<file path="config.mk">
export PLATFORM = sky130hd
export DESIGN_NAME = ats_sampler
export DESIGN_NICKNAME = d
export VERILOG_FILES = /design/src/ats_pkg.sv /design/src/ats_sampler.sv
export VERILOG_INCLUDE_DIRS = /design/src
export SDC_FILE = /design/constraint.sdc
export NUM_CORES = 2
export LEC_CHECK = 0
export BUFFER_PORTS_ARGS = -buffer_cell sky130_fd_sc_hd__buf_2
export CORE_MARGIN = 1.5
export CORE_UTILIZATION = 45
export DETAILED_ROUTE_END_ITERATION = 10
export PLACE_DENSITY = 0.65
export SLEW_MARGIN = 30
export SYNTH_ARGS = -nofsm -noshare
export SYNTH_HDL_FRONTEND = slang
export SYNTH_SLANG_ARGS = --single-unit
</file>
<file path="constraint.sdc">
create_clock -name hclk -period 23.6 [get_ports hclk]
set_input_delay 1.18 -clock hclk [delete_from_list [all_inputs] [get_ports hclk]]
set_output_delay 1.18 -clock hclk [all_outputs]
set_load 0.01 [all_outputs]
</file>
<file path="src/ats_regs.svh">
// Purpose: register offsets, reset values and fixed-point constants of the sampler
// Assumes: 8-bit byte offsets inside the slave window, 4.4 / 8.4 fixed point
// Notes:   definitions only
`ifndef ATS_REGS_SVH
`define ATS_REGS_SVH
`define ATS_OFS_LIMIT   8'h00
`define ATS_OFS_FILTER  8'h04
`define ATS_OFS_LEVELS  8'h08
`define ATS_OFS_LODCLMP 8'h0C
`define ATS_OFS_CEILING 8'h10
`define ATS_OFS_STATUS  8'h14
`define ATS_ONE         12'h010
`define ATS_TWO         12'h020
`define ATS_RST_LIMIT   12'h010
`define ATS_RST_FILTER  1'h1
`define ATS_RST_LEVELS  8'hF0
`define ATS_RST_LODCLMP 16'h7F80
`define ATS_HALF        14'h0080
`define ATS_STEP_N1     8'h80
`define ATS_STEP_N2     8'h55
`define ATS_STEP_N4     8'h33
`define ATS_STEP_N8     8'h1C
`define ATS_STEP_N16    8'h0F
`define ATS_LOD_BIAS    10'h080
`endif

</file>
<file path="src/ats_pkg.sv">
// Purpose: types shared by the anisotropic sampler and its bench
// Assumes: derivatives and coordinates are 8.8 fixed point
// Notes:   constants live in ats_regs.svh
package ats_pkg;
  typedef enum logic [2:0] {ST_IDLE, ST_CALC, ST_ISSUE, ST_WAIT, ST_DONE} ats_state_e;
  typedef struct packed {
    logic signed [15:0] dudx;
    logic signed [15:0] dvdx;
    logic signed [15:0] dudy;
    logic signed [15:0] dvdy;
    logic        [15:0] u;
    logic        [15:0] v;
  } ats_frag_s;
  typedef struct packed {
    logic [15:0] u;
    logic [15:0] v;
    logic [3:0]  level;
  } ats_fetch_s;
endpackage

</file>
<file path="src/ats_sampler.sv">
// Purpose: anisotropic texture sampler with AHB-Lite configuration registers
// Assumes: one fragment in flight; texel answers come in request order
// Notes:   sample counts are powers of two; lod is truncated to pick the fetched mip level
// Functional notes
// - a limit of exactly one gives plain isotropic filtering with one sample
// - a limit above one filters anisotropically up to min of limit and ceiling
// - levels other than base are read only with a mipmapped minify filter
// - with mipmapping only levels base through max level are accessed
// - min and max level-of-detail clamps are honoured
// - the reported implementation ceiling is at least two
// - two scale factors are computed, one per screen axis
// - count is min of ceil ratio and limit; lod is log2 of Pmax over count
// - the count may be rounded to a supported power of two
// - approximate scale factors lie between max and sum of abs derivatives
// - N samples at the computed lod are averaged with equal weights
// - above one the averaged multi-sample value is the fragment result
// - samples sit along the major axis at offsets i/(N+1) minus one half
// - filter settings may steer the scheme, e.g. two taps for nearest
// - filter settings may be ignored in favour of best quality
`include "ats_regs.svh"
`timescale 1ns/100ps
`default_nettype none
module ats_sampler #(
  parameter logic [11:0] CEILING = 12'h100, // implementation_aniso_ceiling, 8.4
  parameter int          MAX_K   = 4        // log2 of largest sample count
) (
  input  wire logic               hclk,        // bus and core clock
  input  wire logic               hresetn,     // async reset, active low
  input  wire logic               hsel,        // slave select
  input  wire logic [31:0]        haddr,       // byte address
  input  wire logic [1:0]         htrans,      // transfer type
  input  wire logic               hwrite,      // write access
  input  wire logic [2:0]         hsize,       // transfer size
  input  wire logic [31:0]        hwdata,      // write data
  input  wire logic               hready,      // bus ready in
  output logic                    hreadyout,   // slave ready
  output logic                    hresp,       // always okay
  output logic [31:0]             hrdata,      // read data
  input  wire logic               frag_valid,  // fragment offered
  input  wire ats_pkg::ats_frag_s frag,        // derivatives and centre
  output logic                    frag_ready,  // fragment taken
  output logic                    fetch_valid, // texel fetch request
  output ats_pkg::ats_fetch_s     fetch,       // fetch position and level
  input  wire logic               fetch_ready, // fetch taken
  input  wire logic               texel_valid, // texel answer
  input  wire logic [31:0]        texel_data,  // four 8-bit channels
  output logic                    result_valid, // filtered value ready
  output logic [31:0]             result_data,  // filtered value
  input  wire logic               result_ready  // result taken
);
  // bus and register state
  logic        ap_valid, next_ap_valid;
  logic        ap_write, next_ap_write;
  logic [7:0]  ap_addr, next_ap_addr;
  logic [31:0] next_hrdata;
  logic [11:0] limit, next_limit;
  logic        mip, next_mip;
  logic [7:0]  levels, next_levels;
  logic [15:0] lodclmp, next_lodclmp;
  // datapath state
  ats_pkg::ats_state_e st, next_st;
  ats_pkg::ats_frag_s  f, next_f;
  logic [2:0]          k, next_k;
  logic [3:0]          lvl, next_lvl;
  logic signed [7:0]   lod, next_lod;
  logic                axis_x, next_axis_x;
  logic [16:0]         pm, next_pm;
  logic [4:0]          idx, next_idx;
  logic [47:0]         acc, next_acc;
  logic [31:0]         next_result;
  // combinational terms
  logic [16:0]         px, py, pmax, pmin;
  logic [11:0]         eff;
  logic                iso;
  logic [2:0]          kmax, kc;
  logic [4:0]          pos;
  logic [3:0]          frac;
  logic signed [9:0]   lod_w;
  logic signed [7:0]   lod_c, lod_min, lod_max;
  logic [4:0]          lvl_w;
  logic [7:0]          step;
  logic signed [13:0]  off;
  logic signed [29:0]  du, dv;
  logic [20:0]         sh;
  logic [16:0]         norm;

  function automatic logic [15:0] ats_abs(input logic signed [15:0] x);
    return x[15] ? 16'(-x) : 16'(x);
  endfunction

  // max plus half of min: continuous, monotonic, between max and sum
  function automatic logic [16:0] ats_scale(input logic signed [15:0] a,
                                            input logic signed [15:0] b);
    logic [15:0] ma, mb, hi, lo;
    ma = ats_abs(a);
    mb = ats_abs(b);
    hi = (ma > mb) ? ma : mb;
    lo = (ma > mb) ? mb : ma;
    return {1'b0, hi} + {2'b00, lo[15:1]};
  endfunction

  assign hreadyout = 1'b1;
  assign hresp     = 1'b0;

  always_comb
  begin
    next_ap_valid = hsel & htrans[1] & hready & (hsize == 3'h2);
    next_ap_write = hwrite;
    next_ap_addr  = haddr[7:0];
    next_limit    = limit;
    next_mip      = mip;
    next_levels   = levels;
    next_lodclmp  = lodclmp;
    next_hrdata   = 32'h0;
    if (ap_valid && ap_write)
    begin
      unique case (ap_addr)
        `ATS_OFS_LIMIT:   next_limit   = hwdata[11:0];
        `ATS_OFS_FILTER:  next_mip     = hwdata[0];
        `ATS_OFS_LEVELS:  next_levels  = hwdata[7:0];
        `ATS_OFS_LODCLMP: next_lodclmp = hwdata[15:0];
        default:          next_mip     = mip;
      endcase
    end
    if (next_ap_valid && !hwrite)
    begin
      unique case (haddr[7:0])
        `ATS_OFS_LIMIT:   next_hrdata = {20'h0, limit};
        `ATS_OFS_FILTER:  next_hrdata = {31'h0, mip};
        `ATS_OFS_LEVELS:  next_hrdata = {24'h0, levels};
        `ATS_OFS_LODCLMP: next_hrdata = {16'h0, lodclmp};
        `ATS_OFS_CEILING: next_hrdata = {20'h0, CEILING};
        `ATS_OFS_STATUS:  next_hrdata = {8'h0, lod, 1'b0, k, lvl, 7'h0, st != ats_pkg::ST_IDLE};
        default:          next_hrdata = 32'h0;
      endcase
    end
  end

  always_ff @(posedge hclk or negedge hresetn)
  begin
    if (!hresetn)
    begin
      ap_valid <= 1'b0;
      ap_write <= 1'b0;
      ap_addr  <= 8'h00;
      hrdata   <= 32'h0;
      limit    <= `ATS_RST_LIMIT;
      mip      <= `ATS_RST_FILTER;
      levels   <= `ATS_RST_LEVELS;
      lodclmp  <= `ATS_RST_LODCLMP;
    end
    else
    begin
      ap_valid <= next_ap_valid;
      ap_write <= next_ap_write;
      ap_addr  <= next_ap_addr;
      hrdata   <= next_hrdata;
      limit    <= next_limit;
      mip      <= next_mip;
      levels   <= next_levels;
      lodclmp  <= next_lodclmp;
    end
  end

  always_comb
  begin
    px   = ats_scale(f.dudx, f.dvdx);
    py   = ats_scale(f.dudy, f.dvdy);
    pmax = (px > py) ? px : py;
    pmin = (px > py) ? py : px;
    eff  = (limit < CEILING) ? limit : CEILING;
    iso  = (limit <= `ATS_ONE);
    kmax = 3'h0;
    for (int j = 1; j <= MAX_K; j++)
      if ({4'h0, eff[11:4]} >= (12'h1 << j))
        kmax = 3'(j);
    // smallest power of two not below the ratio, capped by the limit
    kc = kmax;
    for (int j = MAX_K; j >= 0; j--)
    begin
      sh = {4'h0, pmin} << j;
      if (3'(j) <= kmax && sh >= {4'h0, pmax})
        kc = 3'(j);
    end
    if (iso)
      kc = 3'h0;
    pos = 5'h0;
    for (int b = 0; b < 17; b++)
      if (pmax[b])
        pos = 5'(b);
    norm  = pmax << (5'd16 - pos);
    frac  = norm[15:12];
    lod_w = $signed({1'b0, pos, frac}) - $signed(`ATS_LOD_BIAS)
            - $signed({3'h0, kc, 4'h0});
    if (pmax == 17'h0)
      lod_w = -10'sd128;
    lod_min = $signed(lodclmp[7:0]);
    lod_max = $signed(lodclmp[15:8]);
    lod_c = (lod_w > 10'sd127) ? 8'sd127 : (lod_w < -10'sd128) ? -8'sd128 : 8'(lod_w);
    if (lod_c < lod_min)
      lod_c = lod_min;
    if (lod_c > lod_max)
      lod_c = lod_max;
    // truncated lod picks the level; magnification and non-mip filters stay on base
    lvl_w = {1'b0, levels[3:0]};
    if (mip && lod_c > 8'sd0)
      lvl_w = {1'b0, levels[3:0]} + {2'b00, lod_c[6:4]};
    if (lvl_w > {1'b0, levels[7:4]})
      lvl_w = {1'b0, levels[7:4]};
    unique case (k)
      3'h0:    step = `ATS_STEP_N1;
      3'h1:    step = `ATS_STEP_N2;
      3'h2:    step = `ATS_STEP_N4;
      3'h3:    step = `ATS_STEP_N8;
      default: step = `ATS_STEP_N16;
    endcase
    off = $signed({1'b0, 13'(idx * step)}) - $signed(`ATS_HALF);
    du  = (axis_x ? f.dudx : f.dudy) * off;
    dv  = (axis_x ? f.dvdx : f.dvdy) * off;
  end

  always_comb
  begin
    next_st     = st;
    next_f      = f;
    next_k      = k;
    next_lvl    = lvl;
    next_lod    = lod;
    next_axis_x = axis_x;
    next_pm     = pm;
    next_idx    = idx;
    next_acc    = acc;
    next_result = result_data;
    frag_ready  = (st == ats_pkg::ST_IDLE);
    fetch_valid = (st == ats_pkg::ST_ISSUE);
    fetch.u     = f.u + 16'(du[23:8]);
    fetch.v     = f.v + 16'(dv[23:8]);
    fetch.level = lvl;
    result_valid = (st == ats_pkg::ST_DONE);
    unique case (st)
      ats_pkg::ST_IDLE:
        if (frag_valid)
        begin
          next_f  = frag;
          next_st = ats_pkg::ST_CALC;
        end
      ats_pkg::ST_CALC:
      begin
        next_k      = kc;
        next_lod    = lod_c;
        next_pm     = pmax;
        next_lvl    = lvl_w[3:0];
        next_axis_x = px > py;
        next_idx    = 5'h1;
        next_acc    = 48'h0;
        next_st     = ats_pkg::ST_ISSUE;
      end
      ats_pkg::ST_ISSUE:
        if (fetch_ready)
          next_st = ats_pkg::ST_WAIT;
      ats_pkg::ST_WAIT:
        if (texel_valid)
        begin
          for (int c = 0; c < 4; c++)
            next_acc[c*12 +: 12] = acc[c*12 +: 12] + {4'h0, texel_data[c*8 +: 8]};
          if (idx == (5'h1 << k))
          begin
            // equal weights: shift by log2 of the count
            for (int c = 0; c < 4; c++)
              next_result[c*8 +: 8] = 8'(next_acc[c*12 +: 12] >> k);
            next_st = ats_pkg::ST_DONE;
          end
          else
          begin
            next_idx = idx + 5'h1;
            next_st  = ats_pkg::ST_ISSUE;
          end
        end
      ats_pkg::ST_DONE:
        if (result_ready)
          next_st = ats_pkg::ST_IDLE;
    endcase
  end

  always_ff @(posedge hclk or negedge hresetn)
  begin
    if (!hresetn)
    begin
      st          <= ats_pkg::ST_IDLE;
      f           <= '0;
      k           <= 3'h0;
      lvl         <= 4'h0;
      lod         <= 8'sh00;
      axis_x      <= 1'b0;
      pm          <= 17'h0;
      idx         <= 5'h0;
      acc         <= 48'h0;
      result_data <= 32'h0;
    end
    else
    begin
      st          <= next_st;
      f           <= next_f;
      k           <= next_k;
      lvl         <= next_lvl;
      lod         <= next_lod;
      axis_x      <= next_axis_x;
      pm          <= next_pm;
      idx         <= next_idx;
      acc         <= next_acc;
      result_data <= next_result;
    end
  end

  // helper: fetches issued for the current fragment
  logic [4:0] n_fetch;
  always_ff @(posedge hclk or negedge hresetn)
  begin
    if (!hresetn)
      n_fetch <= 5'h0;
    else if (st == ats_pkg::ST_CALC)
      n_fetch <= 5'h0;
    else if (fetch_valid && fetch_ready)
      n_fetch <= n_fetch + 5'h1;
  end
endmodule
`default_nettype wire

</file>
# After elaboration in Yosys (flattened, before gate mapping)
# Cells that the tools add are included.
op_classes:
  n_lt_le_gt_ge: 25
  mux: 60
  shift: 6
  n_reduce_logical: 25
  n_eq_ne: 22
  n_bitwise: 3
  n_mul: 3
  n_addsub: 18
op_table:
  columns: ["operator", "count"]
  rows:
  - ["24-bit case mux with 6 select lines", 1]
  - ["16-bit 2-to-1 mux", 8]
  - ["48-bit case mux with 2 select lines", 1]
  - ["5-bit 2-to-1 mux", 18]
  - ["16-bit negation", 4]
  - ["30-bit by 14-bit multiplier with 24-bit output", 2]
  - ["30-bit 2-to-1 mux", 2]
  - ["12-bit by 8-bit adder with 12-bit output", 4]
  - ["48-bit 2-to-1 mux", 1]
  - ["12-bit by 3-bit right shift with 8-bit output", 4]
  - ["3-bit 2-to-1 mux", 14]
  - ["16-bit by 15-bit adder with 17-bit output", 2]
  - ["17-bit 2-to-1 mux", 2]
  - ["16-bit adder", 2]
  - ["8-bit by 4-bit equality test with 1-bit output (second input constant)", 4]
  - ["16-bit greater-than comparator", 2]
  - ["8-bit 2-to-1 mux", 4]
  - ["8-bit case mux with 4 select lines", 1]
  - ["24-bit 2-to-1 mux", 1]
  - ["21-bit by 17-bit greater-or-equal comparator with 1-bit output", 1]
  - ["20-bit by 17-bit greater-or-equal comparator with 1-bit output", 1]
  - ["19-bit by 17-bit greater-or-equal comparator with 1-bit output", 1]
  - ["18-bit by 17-bit greater-or-equal comparator with 1-bit output", 1]
  - ["17-bit greater-or-equal comparator", 1]
  - ["50 further kinds", 80]
word_totals:
  out_inout_bits: 105
  elab_cells: 184
  register_bits: 279

# Longest topological paths before layout
depth:
  ltp_word: 40
  mapped_depth: 103

# Worst setup path after synthesis
# OpenSTA, ideal clock, no wires.
synth_timing:
  path_kind: "register to register"
  from: "register f[81] (netlist name)"
  to: "register lvl[0]"
  period_less_slack_ns: 18.928
  t_arrival_ns: 18.834
  slack_ns: 4.672
  stages_incl_launch_ff: 97
  path_cell_list: "dfrtp_1 or2_1 or4_1 or4_1 o41ai_1 xor2_1 inv_1 ha_1 nand2_1 nor3_1 a21boi_1 o31ai_2 clkbuf_1 o21ai_0 ha_1 fa_1 a21o_1 a221oi_2 [61 not listed] a21oi_1 a21oi_1 inv_1 a211oi_2 nor2_1 ha_1 fa_1 mux2_1 ha_1 nor2b_1 o21ai_0 nand2b_1 a21oi_1 a41oi_1 nand2_1 o31a_1 a21oi_1 a211oi_1"
synth_between:
  elab_chain_cells: 40
  word_cells_on_any_way: 61
  cone_classes: "6 x add/sub; 13 x order compare; 1 x shift; 34 x mux; 7 x reduce/logical"
synth_lines:
  columns: ["element", "line", "rtl"]
  rows:
  - ["start, declared", "ats_sampler.sv:62", "ats_pkg::ats_frag_s f, next_f;"]
  - ["start signal, assigned", "ats_sampler.sv:303", "f <= next_f;"]
  - ["16-bit negation", "ats_sampler.sv:88", "return x[15] ? 16'(-x) : 16'(x);"]
  - ["16-bit 2-to-1 mux *", "ats_sampler.sv:88", null]
  - ["16-bit greater-than comparator", "ats_sampler.sv:97, ats_sampler.sv:98", null]
  - ["16-bit 2-to-1 mux, on equally long branches", "ats_sampler.sv:97, ats_sampler.sv:98", null]
  - ["16-bit by 15-bit adder with 17-bit output *", "ats_sampler.sv:99", "return {1'b0, hi} + {2'b00, lo[15:1]};"]
  - ["17-bit greater-than comparator", "ats_sampler.sv:169, ats_sampler.sv:170", null]
  - ["17-bit 2-to-1 mux", "ats_sampler.sv:169", "pmax = (px > py) ? px : py;"]
  - ["1-bit 2-to-1 mux", "ats_sampler.sv:189", "if (pmax[b])"]
  - ["[25 not listed]", null, null]
  - ["8-bit greater-than comparator", "ats_sampler.sv:202", "if (lod_c > lod_max)"]
  - ["8-bit 2-to-1 mux *", "ats_sampler.sv:202", null]
  - ["net lod_c[4]", "ats_sampler.sv:79", "logic signed [7:0] lod_c, lod_min, lod_max;"]
  - ["8-bit by 1-bit greater-than comparator with 1-bit output", "ats_sampler.sv:206", "if (mip && lod_c > 8'sd0)"]
  - ["1-bit logical AND", "ats_sampler.sv:206", null]
  - ["5-bit 2-to-1 mux *", "ats_sampler.sv:206", null]
  - ["5-bit by 4-bit greater-than comparator with 1-bit output", "ats_sampler.sv:208", "if (lvl_w > {1'b0, levels[7:4]})"]
  - ["4-bit 2-to-1 mux *", "ats_sampler.sv:208", null]
  - ["end signal, assigned", "ats_sampler.sv:305", "lvl <= next_lvl;"]
  - ["end, declared", "ats_sampler.sv:64", "logic [3:0] lvl, next_lvl;"]
# The timed path passes the listed nets; every way through them passes the cells marked *.
# A chain may end at the register's enable or synchronous reset.

# Worst setup path after layout
# Same ends and word-level chain as after synthesis.

==> impl_metrics.py <==
metrics = {
    "status": {
        "status": "finished, final reports clean",
    },
    "clock_tree": {
        "cts_hold_repair.buffers": 0,
        "cts_inserted_buffers": 37,
        "cts.reportedPaths.clkPinSlew_ps": 60,
        "htree_levels": 2,
        "clock_latency_ps": 620,
        "postCtsSetupBuffers": 0,
        "cts_root_buffer": "clkbuf_16",
        "numClockSinks": 271,
        "cts_tree": "built",
        "clockBufferDepth": 3,
        "post_cts_resized": 0,
    },
    "global_route": {
        "antenna_found_initial": 8,
        "grt_pass1_wl_um": 165000,
        "grt_start_max_net_pins": 140,
        "grt_usage_pct": 24.3,
        "grt_overflow": 0,
        "grt_pass1_vias": 30500,
    },
    "yosys": {
        "synth_top_area_share_pct": 19.7,
        "synth.area.top_cells": "fa_1, dfrtp_1, ha_1",
        "ys_async_sr_fraction_pct": 100,
        "synth_edf_count": 0,
        "synth_flop_cell": "dfrtp_1",
        "syn_inst": 4176,
        "yosysMostFrequentCell": "inv_1",
        "ys_ff_latch": 271,
        "syn_avg_cell_area_um2": 8.97,
        "synthesis.area_um2": 37500,
        "yosysWarnings": 0,
        "ys_types": 103,
        "yosysSeqAreaShare_pct": 18.2,
        "synth_common_cells": "inv_1, nand2_1, ha_1, fa_1, nor2_1",
        "synth.largest_area_cell": "fa_1",
    },
    "floorplan": {
        "ioPinCount": 311,
        "die_h_um": 291,
        "dieArea_um2": 85000,
        "start_util_pct": 45.5,
        "placementRows": 105,
        "die_w_um": 291,
        "core-area_um2": 82200,
    },
    "finish": {
        "drive_above_1_share_pct": 14.4,
        "nets": 5291,
        "nFillCells": 7794,
        "layout-area-overhead-vs-synth_pct": 9.88,
    },
    "setup_path": {
        "crit_family": "compound AO/OA/AOI/OAI gates",
        "cp.depth": 90,
        "reg2reg_to": "lvl[0]",
        "critPathBufInv": 4,
        "critPathLaunchType": "flop",
        "r2r_start": "f[81]",
        "cp_common_cell": "a21o_1",
        "crit_fanout": 34,
        "rr_worst_depth": 90,
        "crit_arrival_ps": 21560,
        "slowest_stage": "a211oi_1",
        "endpoint_kind": "flop",
        "critPathMaxStageDelay_ps": 630,
        "crit_type": "flop to flop",
        "r2r_setup_slack_ps": 2520,
        "required_ps": 24070,
    },
    "timing": {
        "skew_ps": 46.9,
        "worst_pin_slew_ps": 999,
        "rsz0062_at_grt": "false",
        "setup_violations": 0,
        "finalCriticalPeriod_ps": 21080,
        "fin_crit_sh_pct": 89.3,
        "finalMaxSlewViolations": 0,
        "hold_slack_ps": 478,
        "max_freq_ghz": 0.0474,
        "fin_setup_tns_ps": 0,
        "finalWorstSetupSlack_ps": 2520,
        "hold_viol": 0,
        "slew_headroom_pct": 32.9,
    },
    "hold_path": {
        "holdPathEnd": "result_data[28]",
        "hold_start": "result_data[28]",
        "hold_path_depth": 2,
        "hp-class": "flop to flop",
    },
    "placement": {
        "dp.final_hpwl_um": 80300,
        "gp_congestion": 0.939,
        "portBuffers": 259,
        "place_ws_ps": 2980,
    },
    "route": {
        "routed_wl_um": 102000,
        "wl_per_cell_um": 18.7,
        "drt_iter0_drc": 1775,
        "vias_per_cell": 5.60,
        "final_antenna_net_count": 0,
        "vias": 30500,
        "drt_pass1_iterations": 5,
        "drc": 0,
    },
    "job": {
        "maxCapViolations": 0,
    },
}
[cells by family after synthesis]
group / after synthesis / synth area share [%]
muxes: 326 / 9.46
DFF: 271 / 18.2
and+or+nand+nor: 1164 / 14.4
other: 2 / 0.0201
AOI/OAI and AO/OA: 800 / 14.0
xor gates and xnor gates: 211 / 5.02
buffers and inverters: 659 / 6.74
adders and majority gates: 743 / 32.2
[metrics by stage]
step                area [um2]  utilization, %  std cells
floorplan                37500               -       4184
global placement         39800            48.4       5373
detailed placement       39800            48.4       5373
CTS                      41100            50.0       5440
global route             41200            50.0       5445
finish                   41200            50.0       5446
[registers in the layout (all words and copies together), names as in the netlist, 4 cells and up]
signal       cells
f               96
acc             48
levels           8
limit           12
result_data     32
lod              8
hrdata          24
lodclmp         16
ap_addr          8
lvl              4
idx              5
[tightest hold or removal path: stages, from the launching register on]
cell,delay (ps)
dfrtp_1,330
nand2_1,50
o21ai_0,60
[placed cells by master (no fill, tap or decap), drive strengths merged, types with 12 or more instances in the layout]
cell type	synthesis	routed
dfrtp	257	257
a22oi	15	15
nand2b	37	37
buf	40	300
or2	18	18
inv	477	481
o31ai	29	29
nand2	453	453
o21ai	215	215
ha	374	374
fa	369	369
a211oi	30	30
o21a	43	43
nor2	309	309
clkbuf	141	48
o221ai	12	12
and3	26	26
nor2b	63	63
mux2	185	185
nand3	37	37
dfstp	14	14
xor2	70	70
a21o	57	57
nand4	21	21
mux2i	139	139
or3	22	22
a21oi	193	193
and2	56	56
nor3	60	60
a22o	27	27
a31oi	12	12
o21bai	45	45
o211ai	23	23
nor4	19	19
xnor2	141	141
or4	13	13
[how the worst max path moves through the flow]
stage	slack, ps	to	from
2_1_floorplan	4670	lvl[0]	f[81]
3_3_place_gp	3190	lvl[1]	f[81]
3_5_place_dp	2980	lvl[1]	f[81]
4_1_cts	2790	lvl[0]	f[81]
5_1_grt	760	lvl[0]	f[80]
6_report	2520	lvl[0]	f[81]
[layer usage]
metal / track usage, % / wire length, um
met5: 0 / 0
met4: 7.46 / 2890
met3: 5.48 / 7750
met2: 38.0 / 45900
met1: 33.6 / 45300
[area by class of cell]
cell class / count / area, um2 / area share (%)
multi-input cells: 3254 / 28300 / 68.7
flip-flops and latches: 271 / 6800 / 16.5
inverters: 478 / 1790 / 4.36
repair buffers: 300 / 1630 / 3.96
well taps: 1070 / 1340 / 3.25
clock buffers: 48 / 1030 / 2.50
clock inverters: 19 / 265 / 0.645
diodes: 6 / 15.0 / 0.0365
Power is left out: the tool's default activity adds up to more than one toggle a clock period on the data nets, which glitch-free logic cannot reach.
